==> src/ubs_defines.vh <==
// Constants for the baud-sampling serial port: byte addresses, control fields, resets
`ifndef UBS_DEFINES_VH
`define UBS_DEFINES_VH

// Byte register addresses
`define UBS_ADDR_CTL      3'h0
`define UBS_ADDR_DIV_HI   3'h1
`define UBS_ADDR_DIV_LO   3'h2
`define UBS_ADDR_MOD      3'h3
`define UBS_ADDR_TX_BUF   3'h4
`define UBS_ADDR_RX_BUF   3'h5
`define UBS_ADDR_STATUS   3'h6

// Control byte fields
`define UBS_CTL_SYNC      0
`define UBS_CTL_MASTER    1
`define UBS_CTL_CHAR7     2
`define UBS_CTL_FOUR_WIRE 3
`define UBS_CTL_POL       4
`define UBS_CTL_PHASE     5
`define UBS_CTL_SRC_LO    6
`define UBS_CTL_SRC_HI    7

// Baud source clock choices
`define UBS_SRC_AUX       2'h0
`define UBS_SRC_MAIN      2'h1
`define UBS_SRC_EXT       2'h2

// Status byte fields
`define UBS_ST_RX_FULL    0
`define UBS_ST_OVERRUN    1
`define UBS_ST_FRAME_ERR  2
`define UBS_ST_CONFLICT   3
`define UBS_ST_BUSY       4

// Reset values
`define UBS_RST_CTL       8'h00
`define UBS_RST_DIV_HI    8'h00
`define UBS_RST_DIV_LO    8'h0d
`define UBS_RST_MOD       8'h6b

// UART frame: start, eight data, stop
`define UBS_UART_LAST_BIT 4'h9
`endif

==> src/ubs_fifo.v <==
// Transmit holding FIFO with registered full and empty flags
`timescale 1ns/10ps
module ubs_fifo #(
  parameter WIDTH = 8,
  parameter DEPTH = 8,
  parameter AW    = 3
) (
  // Clock and reset
  input  wire             clk_sys,
  input  wire             rst_n,
  // Filling side
  input  wire             in_valid,
  output reg              in_ready,
  input  wire [WIDTH-1:0] in_data,
  // Draining side
  output reg              out_valid,
  input  wire             out_ready,
  output wire [WIDTH-1:0] out_data
);
  reg  [WIDTH-1:0] mem [0:DEPTH-1];
  reg  [AW-1:0]    wr_ptr;
  reg  [AW-1:0]    rd_ptr;
  reg  [AW:0]      count;
  wire             push = in_valid & in_ready;
  wire             pop  = out_valid & out_ready;
  reg  [AW:0]      next_count;

  assign out_data = mem[rd_ptr];

  // Occupancy after this cycle
  always @* begin
    next_count = count;
    if (push & ~pop)
      next_count = count + 1'b1;
    else if (pop & ~push)
      next_count = count - 1'b1;
  end

  // Pointers, storage and flags
  always @(posedge clk_sys or negedge rst_n) begin
    if (!rst_n) begin
      wr_ptr    <= {AW{1'b0}};
      rd_ptr    <= {AW{1'b0}};
      count     <= {(AW+1){1'b0}};
      in_ready  <= 1'b1;
      out_valid <= 1'b0;
    end else begin
      if (push) begin
        mem[wr_ptr] <= in_data;
        wr_ptr      <= (wr_ptr == DEPTH-1) ? {AW{1'b0}} : wr_ptr + 1'b1;
      end
      if (pop)
        rd_ptr <= (rd_ptr == DEPTH-1) ? {AW{1'b0}} : rd_ptr + 1'b1;
      count     <= next_count;
      in_ready  <= (next_count != DEPTH);
      out_valid <= (next_count != 0);
    end
  end
endmodule

==> src/ubs_port.v <==
// Serial port: baud divider with modulation, receive sampling, UART and SPI engines
`timescale 1ns/10ps
`include "ubs_defines.vh"

// Functional notes
// - Sample clock divides source by divider range
// - Receive line synchronised on sample clock
// - Start tested half bit, then full bits
// - Modulation bit per frame bit, LSB first
// - Divider is high byte then low byte
// - Divider integer, modulation supplies fraction
// - One control bit selects UART or SPI
// - Internal rate or external serial clock
// - SPI character length seven or eight
// - Three-wire and four-wire SPI operation
// - Separate shift registers; receive double buffered, transmit behind FIFO
// - Clock polarity, phase; master sets frequency
// - All registers accessed as bytes
module ubs_port #(
  parameter FIFO_DEPTH = 8,
  parameter FIFO_AW    = 3
) (
  // Clock and reset
  input  wire       clk_sys,
  input  wire       rst_n,
  // Byte register port
  input  wire       wr_en,
  input  wire [2:0] wr_addr,
  input  wire [7:0] wr_data,
  input  wire       rd_en,
  input  wire [2:0] rd_addr,
  output reg  [7:0] rd_data,
  output wire       tx_buffer_ready,
  // Baud source inputs
  input  wire       aux_clock_tick,
  // Asynchronous lines
  input  wire       async_receive_line,
  output reg        async_transmit_line,
  // SPI pins
  input  wire       serial_clock_pin_in,
  output reg        serial_clock_pin_out,
  output reg        serial_clock_pin_oe_n,
  input  wire       host_out_peer_in_in,
  output reg        host_out_peer_in_out,
  output reg        host_out_peer_in_oe_n,
  input  wire       peer_out_host_in_in,
  output reg        peer_out_host_in_out,
  output reg        peer_out_host_in_oe_n,
  input  wire       peer_select_line,
  // Status
  output reg        rx_ready,
  output reg        rx_error
);
  localparam ST_IDLE  = 2'h0;
  localparam ST_START = 2'h1;
  localparam ST_DATA  = 2'h2;

  // Sample-clock mask: divide by one up to 0x1f, doubling per range
  function [10:0] sample_mask;
    input [15:0] div;
    integer j;
    begin
      sample_mask = 11'h000;
      for (j = 5; j < 16; j = j + 1)
        if (div[j])
          sample_mask = (11'h7ff >> (15 - j));
    end
  endfunction

  // Bit length in source ticks: divider plus modulation bit of this frame bit
  function [16:0] bit_len;
    input [15:0] div;
    input [7:0]  mod;
    input [2:0]  idx;
    begin
      bit_len = {1'b0, div} + {16'h0000, mod[idx]};
    end
  endfunction

  // Reset release through two flops
  reg rst_a;
  reg rst_s;
  always @(posedge clk_sys or negedge rst_n) begin
    if (!rst_n) begin
      rst_a <= 1'b0;
      rst_s <= 1'b0;
    end else begin
      rst_a <= 1'b1;
      rst_s <= rst_a;
    end
  end

  // Byte registers
  reg  [7:0]  ctl;
  reg  [7:0]  div_hi;
  reg  [7:0]  div_lo;
  reg  [7:0]  mod;
  wire [15:0] div       = {div_hi, div_lo};
  wire        sync_mode = ctl[`UBS_CTL_SYNC];
  wire        master    = ctl[`UBS_CTL_MASTER];
  wire        char7     = ctl[`UBS_CTL_CHAR7];
  wire        four_wire = ctl[`UBS_CTL_FOUR_WIRE];
  wire        pol       = ctl[`UBS_CTL_POL];
  wire        phase     = ctl[`UBS_CTL_PHASE];
  wire [1:0]  src_sel   = ctl[`UBS_CTL_SRC_HI:`UBS_CTL_SRC_LO];

  // Transmit holding FIFO
  wire       fifo_valid;
  wire [7:0] fifo_data;
  reg        fifo_pop;
  ubs_fifo #(.WIDTH(8), .DEPTH(FIFO_DEPTH), .AW(FIFO_AW)) u_tx_fifo (
    .clk_sys   (clk_sys),
    .rst_n     (rst_s),
    .in_valid  (wr_en && wr_addr == `UBS_ADDR_TX_BUF),
    .in_ready  (tx_buffer_ready),
    .in_data   (wr_data),
    .out_valid (fifo_valid),
    .out_ready (fifo_pop),
    .out_data  (fifo_data)
  );

  // Baud source selection, external clock by rising edge
  reg  sclk_prev;
  wire src_tick = (src_sel == `UBS_SRC_AUX)  ? aux_clock_tick :
                  (src_sel == `UBS_SRC_EXT)  ? (serial_clock_pin_in & ~sclk_prev) :
                  1'b1;

  // Receive sample clock and line synchroniser
  reg  [10:0] smp_cnt;
  reg         rx_s1;
  reg         rx_s2;
  reg         rx_last;
  wire        smp_tick = src_tick && ((smp_cnt | ~sample_mask(div)) == 11'h7ff);
  always @(posedge clk_sys or negedge rst_s) begin
    if (!rst_s) begin
      smp_cnt <= 11'h000;
      rx_s1   <= 1'b1;
      rx_s2   <= 1'b1;
      rx_last <= 1'b1;
    end else begin
      if (src_tick)
        smp_cnt <= smp_cnt + 1'b1;
      if (smp_tick) begin
        rx_s1   <= async_receive_line;
        rx_s2   <= rx_s1;
        rx_last <= rx_s2;
      end
    end
  end

  // UART receiver: half bit to start test, then full modulated bits
  reg  [1:0]  rx_state;
  reg  [16:0] rx_cnt;
  reg  [3:0]  rx_idx;
  reg  [7:0]  rx_sh;
  reg  [16:0] rx_target;
  reg         uart_rx_done;
  reg         uart_frame_err;
  reg  [7:0]  uart_rx_byte;
  wire        rx_event = src_tick && (rx_cnt + 17'h00001 >= rx_target);
  always @* begin
    if (rx_state == ST_START)
      rx_target = {2'b00, div[15:1]} + {16'h0000, mod[0]};
    else
      rx_target = bit_len(div, mod, rx_idx[2:0]);
  end
  always @(posedge clk_sys or negedge rst_s) begin
    if (!rst_s) begin
      rx_state       <= ST_IDLE;
      rx_cnt         <= 17'h00000;
      rx_idx         <= 4'h0;
      rx_sh          <= 8'h00;
      uart_rx_done   <= 1'b0;
      uart_frame_err <= 1'b0;
      uart_rx_byte   <= 8'h00;
    end else begin
      uart_rx_done   <= 1'b0;
      uart_frame_err <= 1'b0;
      case (rx_state)
        ST_IDLE: begin
          rx_cnt <= 17'h00000;
          if (!sync_mode && smp_tick && rx_last && !rx_s2) begin
            rx_state <= ST_START;
            rx_idx   <= 4'h0;
          end
        end
        ST_START: begin
          rx_cnt <= src_tick ? rx_cnt + 1'b1 : rx_cnt;
          if (rx_event) begin
            rx_cnt   <= 17'h00000;
            rx_idx   <= 4'h1;
            rx_state <= rx_s2 ? ST_IDLE : ST_DATA;          // Glitch rejected
          end
        end
        ST_DATA: begin
          rx_cnt <= src_tick ? rx_cnt + 1'b1 : rx_cnt;
          if (rx_event) begin
            rx_cnt <= 17'h00000;
            rx_idx <= rx_idx + 1'b1;
            if (rx_idx == `UBS_UART_LAST_BIT) begin
              rx_state       <= ST_IDLE;
              uart_rx_done   <= 1'b1;
              uart_rx_byte   <= rx_sh;
              uart_frame_err <= ~rx_s2;
            end else
              rx_sh <= {rx_s2, rx_sh[7:1]};
          end
        end
        default: rx_state <= ST_IDLE;
      endcase
    end
  end

  // UART transmitter and SPI shift engine share the transmit shift register
  reg  [9:0]  tx_sh;
  reg         tx_busy;
  reg  [16:0] tx_cnt;
  reg  [3:0]  tx_idx;
  reg  [7:0]  spi_rx_sh;
  reg  [3:0]  spi_bits;
  reg  [4:0]  spi_edges;
  reg         spi_first;
  reg         sclk_lvl;
  reg  [15:0] half_cnt;
  reg         spi_rx_done;
  wire [3:0]  char_len  = char7 ? 4'h7 : 4'h8;
  wire        conflict  = sync_mode && master && four_wire && !peer_select_line;
  wire        slave_en  = !four_wire || !peer_select_line;
  wire        m_toggle  = sync_mode && master && tx_busy && !conflict && src_tick &&
                          (half_cnt + 16'h0001 >= div);
  wire        s_change  = sync_mode && !master && slave_en && (serial_clock_pin_in != sclk_prev);
  wire        clk_now   = master ? sclk_lvl : sclk_prev;
  wire        edge_evt  = m_toggle || (s_change && tx_busy);
  wire        lead      = edge_evt && (clk_now == pol);
  wire        trail     = edge_evt && (clk_now != pol);
  wire        capture   = phase ? trail : lead;
  wire        shift_out = phase ? lead : trail;
  wire        rx_pin    = master ? peer_out_host_in_in : host_out_peer_in_in;
  wire        can_load  = !tx_busy && fifo_valid && (sync_mode ? !conflict : 1'b1);
  always @* begin
    fifo_pop = can_load;
  end
  always @(posedge clk_sys or negedge rst_s) begin
    if (!rst_s) begin
      tx_sh       <= 10'h3ff;
      tx_busy     <= 1'b0;
      tx_cnt      <= 17'h00000;
      tx_idx      <= 4'h0;
      spi_rx_sh   <= 8'h00;
      spi_bits    <= 4'h0;
      spi_edges   <= 5'h00;
      spi_first   <= 1'b1;
      sclk_lvl    <= 1'b0;
      sclk_prev   <= 1'b0;
      half_cnt    <= 16'h0000;
      spi_rx_done <= 1'b0;
    end else begin
      sclk_prev   <= serial_clock_pin_in;
      spi_rx_done <= 1'b0;
      if (!tx_busy)
        sclk_lvl <= pol;                                    // Idle level follows polarity
      if (can_load) begin
        tx_busy   <= 1'b1;
        tx_cnt    <= 17'h00000;
        tx_idx    <= 4'h0;
        spi_bits  <= 4'h0;
        spi_edges <= 5'h00;
        spi_first <= 1'b1;
        half_cnt  <= 16'h0000;
        if (sync_mode)
          tx_sh <= {2'b11, fifo_data};                      // Seven-bit sends upper bits
        else
          tx_sh <= {1'b1, fifo_data, 1'b0};
      end else if (tx_busy && !sync_mode) begin
        tx_cnt <= src_tick ? tx_cnt + 1'b1 : tx_cnt;
        if (src_tick && (tx_cnt + 17'h00001 >= bit_len(div, mod, tx_idx[2:0]))) begin
          tx_cnt <= 17'h00000;
          tx_sh  <= {1'b1, tx_sh[9:1]};
          tx_idx <= tx_idx + 1'b1;
          if (tx_idx == `UBS_UART_LAST_BIT)
            tx_busy <= 1'b0;
        end
      end else if (tx_busy) begin
        if (master && !conflict && src_tick)
          half_cnt <= m_toggle ? 16'h0000 : half_cnt + 1'b1;
        if (m_toggle) begin
          sclk_lvl  <= ~sclk_lvl;
          spi_edges <= spi_edges + 1'b1;
        end
        if (shift_out) begin
          spi_first <= 1'b0;
          if (!(phase && spi_first))
            tx_sh <= {tx_sh[8:0], 1'b0};                    // MSB first
        end
        if (capture) begin
          spi_rx_sh <= char7 ? {1'b0, spi_rx_sh[5:0], rx_pin} : {spi_rx_sh[6:0], rx_pin};
          spi_bits  <= spi_bits + 1'b1;
          if (spi_bits + 4'h1 == char_len) begin
            spi_rx_done <= 1'b1;
            if (!master)
              tx_busy <= 1'b0;
          end
        end
        if (m_toggle && (spi_edges + 5'h01 == {char_len, 1'b0}))
          tx_busy <= 1'b0;
      end
    end
  end

  // Receive holding buffer, status flags and register file
  reg [7:0] rx_buf;
  reg       rx_full;
  reg       overrun;
  reg       frame_err;
  reg       conflict_seen;
  wire      rx_load  = uart_rx_done || spi_rx_done;
  wire [7:0] rx_word = sync_mode ? (char7 ? {1'b0, spi_rx_sh[6:0]} : spi_rx_sh) : uart_rx_byte;
  wire      rd_rxbuf = rd_en && rd_addr == `UBS_ADDR_RX_BUF;
  wire      rd_stat  = rd_en && rd_addr == `UBS_ADDR_STATUS;
  wire [7:0] status  = {3'b000, tx_busy, conflict_seen, frame_err, overrun, rx_full};
  always @(posedge clk_sys or negedge rst_s) begin
    if (!rst_s) begin
      ctl           <= `UBS_RST_CTL;
      div_hi        <= `UBS_RST_DIV_HI;
      div_lo        <= `UBS_RST_DIV_LO;
      mod           <= `UBS_RST_MOD;
      rx_buf        <= 8'h00;
      rx_full       <= 1'b0;
      overrun       <= 1'b0;
      frame_err     <= 1'b0;
      conflict_seen <= 1'b0;
      rd_data       <= 8'h00;
    end else begin
      // Byte writes
      if (wr_en) begin
        case (wr_addr)
          `UBS_ADDR_CTL:    ctl    <= wr_data;
          `UBS_ADDR_DIV_HI: div_hi <= wr_data;
          `UBS_ADDR_DIV_LO: div_lo <= wr_data;
          `UBS_ADDR_MOD:    mod    <= wr_data;
          default: ;
        endcase
      end
      // Byte reads, receive buffer read empties it; a new load wins
      case (rd_addr)
        `UBS_ADDR_CTL:    rd_data <= rd_en ? ctl : rd_data;
        `UBS_ADDR_DIV_HI: rd_data <= rd_en ? div_hi : rd_data;
        `UBS_ADDR_DIV_LO: rd_data <= rd_en ? div_lo : rd_data;
        `UBS_ADDR_MOD:    rd_data <= rd_en ? mod : rd_data;
        `UBS_ADDR_RX_BUF: rd_data <= rd_en ? rx_buf : rd_data;
        `UBS_ADDR_STATUS: rd_data <= rd_en ? status : rd_data;
        default:          rd_data <= rd_en ? 8'h00 : rd_data;
      endcase
      if (rx_load) begin
        rx_buf  <= rx_word;
        rx_full <= 1'b1;
        if (rx_full && !rd_rxbuf)
          overrun <= 1'b1;
      end else if (rd_rxbuf)
        rx_full <= 1'b0;
      if (uart_frame_err)
        frame_err <= 1'b1;
      else if (rd_stat)
        frame_err <= 1'b0;
      if (conflict)
        conflict_seen <= 1'b1;
      else if (rd_stat)
        conflict_seen <= 1'b0;
      if (rd_stat && !(rx_load && rx_full && !rd_rxbuf))
        overrun <= 1'b0;
    end
  end

  // Registered pin drivers and status outputs
  always @(posedge clk_sys or negedge rst_s) begin
    if (!rst_s) begin
      async_transmit_line   <= 1'b1;
      serial_clock_pin_out  <= 1'b0;
      serial_clock_pin_oe_n <= 1'b1;
      host_out_peer_in_out  <= 1'b0;
      host_out_peer_in_oe_n <= 1'b1;
      peer_out_host_in_out  <= 1'b0;
      peer_out_host_in_oe_n <= 1'b1;
      rx_ready              <= 1'b0;
      rx_error              <= 1'b0;
    end else begin
      async_transmit_line   <= (sync_mode || !tx_busy) ? 1'b1 : tx_sh[0];
      serial_clock_pin_out  <= sclk_lvl;
      serial_clock_pin_oe_n <= !(sync_mode && master && !conflict);
      host_out_peer_in_out  <= tx_sh[7];
      host_out_peer_in_oe_n <= !(sync_mode && master && !conflict);
      peer_out_host_in_out  <= tx_sh[7];
      peer_out_host_in_oe_n <= !(sync_mode && !master && slave_en);
      rx_ready              <= rx_full;
      rx_error              <= overrun | frame_err | conflict_seen;
    end
  end
endmodule

==> config.mk <==
export PLATFORM = sky130hd
export DESIGN_NAME = ubs_port
export DESIGN_NICKNAME = d
export VERILOG_FILES = /design/src/ubs_fifo.v /design/src/ubs_port.v
export VERILOG_INCLUDE_DIRS = /design/src /design/src/src
export SDC_FILE = /design/constraint.sdc
export NUM_CORES = 1
export LEC_CHECK = 0
export ABC_AREA = 0
export BUFFER_PORTS_ARGS = -buffer_cell sky130_fd_sc_hd__buf_4
export CORE_UTILIZATION = 51
export DETAILED_ROUTE_END_ITERATION = 12
export PLACE_DENSITY_LB_ADDON = 0.2
export SLEW_MARGIN = 20
export SYNTH_ARGS = -nofsm -noshare
export SYNTH_HDL_FRONTEND = slang
export SYNTH_SLANG_ARGS = --single-unit
==> constraint.sdc <==
create_clock -name clk_sys -period 8.5 [get_ports clk_sys]
set_clock_uncertainty 0.05 [all_clocks]
set_input_delay 1.7 -clock clk_sys [delete_from_list [all_inputs] [get_ports clk_sys]]
set_output_delay 1.7 -clock clk_sys [all_outputs]
set_load 0.02 [all_outputs]
==> flow_summary.toml <==
[logic_synthesis]
netlist_instances = 1366
synth_ff_type = "dfrtp_1"
syn_avg_cell_area_um2 = 10.6
yosysUniqueCellTypes = 73
syn_nets = 1467
synth-async-reset-ratio_pct = 75.5
synth-seq-area-share_pct = 47.5
ys_ff_latch = 261
syn_area_um2 = 14500
synth_top_area_share_pct = 29.5
yosysMostFrequentCell = "dfrtp_1"
synth-edff-count = 64
yosysWarnings = 0
synth_largest_area_cell = "dfrtp_1"
yosys-top-cells-area = "dfrtp_1 29%, edfxtp_1 13%, ha_1 6.6%"
synth_common_cells = "171 x dfrtp_1, 130 x nand2_1, 77 x ha_1, 77 x o21ai_0, 76 x nor2_1"

[global_route]
antenna_found_initial = 1
track_usage_pct = 24.8
grt_pass1_vias = 10418
grt_start_max_net_pins = 65
grt_pass1_wl_mm = 56.4
overflow = 0

[clocking]
cts_buffers = 29
insertion_delay_ns = 0.56
post_cts_buffers = 0
holdBufCountCts = 0
cts_resized = 0
cts_tree = "yes"
path_clk_slew_ns = 0.06
htreeDepth = 1
cts_root_buf = "clkbuf_16"
cts_max_path_buffers = 3
numClockSinks = 261

[final_layout]
area_growth_pct = 10.4
nFillCells = 2350
drive_gt1_share_pct = 15.8
layout.nets = 1486
fin_util_pct = 57.5
diodes = 0

[route]
ant_nets = 0
routedWlPerCell_um = 19.8
dr.pass1.iters = 5
drt_iter0_markers = 738
drc = 0
num_vias = 10727
wl_mm = 35.4
viasPerCell = 6.01

[pwr]
clkPwrFrac_pct = 30.7
seqPwrFrac_pct = 43.7
p_per_area_nw_per_um2 = 239
switching_power_w = 0.00128
netSwitchingFraction_pct = 33.4
finalPower_w = 0.00382
p_int_w = 0.00255
vdd_ir_drop_max_uv = 192
p_leak_nw = 6.83
pwr-share-comb_pct = 25.6

[setup_path]
path_max_fanout = 18
arrival_ns = 5.59
r2r_cells = 14
reg2reg_from = "tx_idx[0]"
path_class = "reg -> reg"
r2r_end = "tx_sh[5]"
crit_start = "tx_idx[0]"
regToRegSetupSlack_ns = 3.35
path_cells = "mux4_2 > mux2_2 > ha_1 > nand3_1 > nor4_1 > nand2_1 > xnor2_1 > ha_1 > nand4_1 > a21oi_1 > o31ai_1 > and2_1 > o211ai_2 > mux2_2"
critPathCaptureType = "register"
required_ns = 8.94
worstSetupStartpointType = "register"
endpoint = "tx_sh[5]"
max_stage_delay_ns = 0.75
crit_slowest_cell = "nor4_1"

[job]
maxCapViolCount = 0

[floorplanning]
core-area_um2 = 27900
num_rows = 61
fp.dieW_um = 171
dieHeight_um = 171
initial_core_util_pct = 52.1
die-area_um2 = 29100
ios = 42

[timing]
slew_viol_final = 0
min_period_ns = 5.15
fin_setup_tns_ns = 0
tightest_slew_ns = 1.00
final_hold_viol_count = 0
rsz0062_at_grt = "false"
finalCritPeriodShare_pct = 60.6
max_freq_mhz = 194
setup_violations = 0
slew_headroom_pct = 33.0

[placed_design]
dp_hpwl_mm = 25.0
io_buffers = 41
place_congestion = 0.939

[hold_path]
hold_class = "reg -> async"

[status]
status = "complete, no violations"
power by group through the flow:
stage / Combinational (W) / Sequential, W / Clock (W)
after floorplan: 0.000743 / 0.00160 / 0
after global placement: 0.000952 / 0.00168 / 0
after detailed placement: 0.000973 / 0.00169 / 0
after CTS: 0.000979 / 0.00166 / 0.00120
after global routing: 0.00109 / 0.00169 / 0.00124
final: 0.000979 / 0.00167 / 0.00118
area by class of cell:
| type | instances | area, um2 | share of cell area [%] |
|---|---|---|---|
| Clock buffer | 37 | 766 | 4.78 |
| Sequential cell | 261 | 6890 | 43.0 |
| Tap cell | 378 | 473 | 2.95 |
| Timing Repair Buffer | 51 | 383 | 2.39 |
| Inverter | 42 | 158 | 0.984 |
| Clock inverter | 17 | 124 | 0.773 |
| Multi-Input combinational cell | 1000 | 7230 | 45.1 |
sequential cells by signal (all words and copies together) (netlist names), 10 cells and up:
| register | count |
|---|---|
| tx_cnt | 17 |
| tx_sh | 10 |
| u_tx_fifo.mem | 64 |
| half_cnt | 16 |
| smp_cnt | 11 |
| rx_cnt | 17 |
logic make-up after synthesis:
kind of cell               after synthesis  share of synthesized area [%]
AOI/OAI and AO/OA                      284                           12.9
xor gates and xnor gates                89                           5.37
adders and majority gates               77                           6.64
buffers and inverters                  105                           2.83
DFF                                    261                           47.5
muxes                                  106                           9.67
other                                    1                         0.0258
and+or+nand+nor                        443                           15.1
worst min path at each step:
stage / from / to / slack, ns / cells past startpoint
6_report: rst_s / uart_rx_byte[0] / 0.24 / 0
5_1_grt: rst_s / uart_frame_err / 0.29 / 0
4_1_cts: rst_s / uart_rx_byte[5] / 0.26 / 0
3_5_place_dp: rst_s / uart_rx_byte[3] / 0.26 / 0
3_3_place_gp: rst_s / uart_rx_byte[2] / 0.26 / 0
2_1_floorplan: rst_a / rst_s / 0.28 / 0
stage by stage:
stage | area, um2 | setup slack, ns | cells | hold WS (ns)
6_report | 16000 | 3.35 | 1786 | 0.244
3_3_place_gp | 15100 | 3.39 | 1732 | 0.256
4_1_cts | 16000 | 3.37 | 1786 | 0.260
3_5_place_dp | 15100 | 3.37 | 1732 | 0.257
5_1_grt | 16000 | 2.96 | 1786 | 0.287
2_1_floorplan | 14500 | 2.04 | 1366 | 0.281
worst max-delay path, delay by kind of cell, from the launching register on:
family / cells / cell delay [ns]
AOI/OAI and AO/OA: 3 / 0.96
xor gates and xnor gates: 1 / 0.33
adders and majority gates: 2 / 0.48
DFF: 1 / 0.48
muxes: 3 / 0.89
and+or+nand+nor: 5 / 1.89
cell usage in the layout (no fill, tap or decap), types with 28 or more instances in the layout:
cell type | synthesis | layout
dfrtp_1 | 171 | 170
nand3_1 | 73 | 73
inv_1 | 37 | 37
nand2_1 | 130 | 130
clkbuf_16 | 0 | 29
ha_1 | 77 | 77
nor2_1 | 76 | 74
mux2_2 | 59 | 59
xor2_1 | 28 | 28
a21oi_1 | 67 | 67
edfxtp_1 | 64 | 64
buf_4 | 2 | 51
xnor2_1 | 61 | 61
o21ai_0 | 77 | 77
routing by layer:
metal  up-vias  routed length (um)  track usage (%)
met5         -                   0                0
met4         0                1090             8.54
met3        77                1780             3.24
met2       274               16400             39.7
met1      5296               16100             34.7
li1       5080                   -                -
Power figures use the tool's default switching activity.
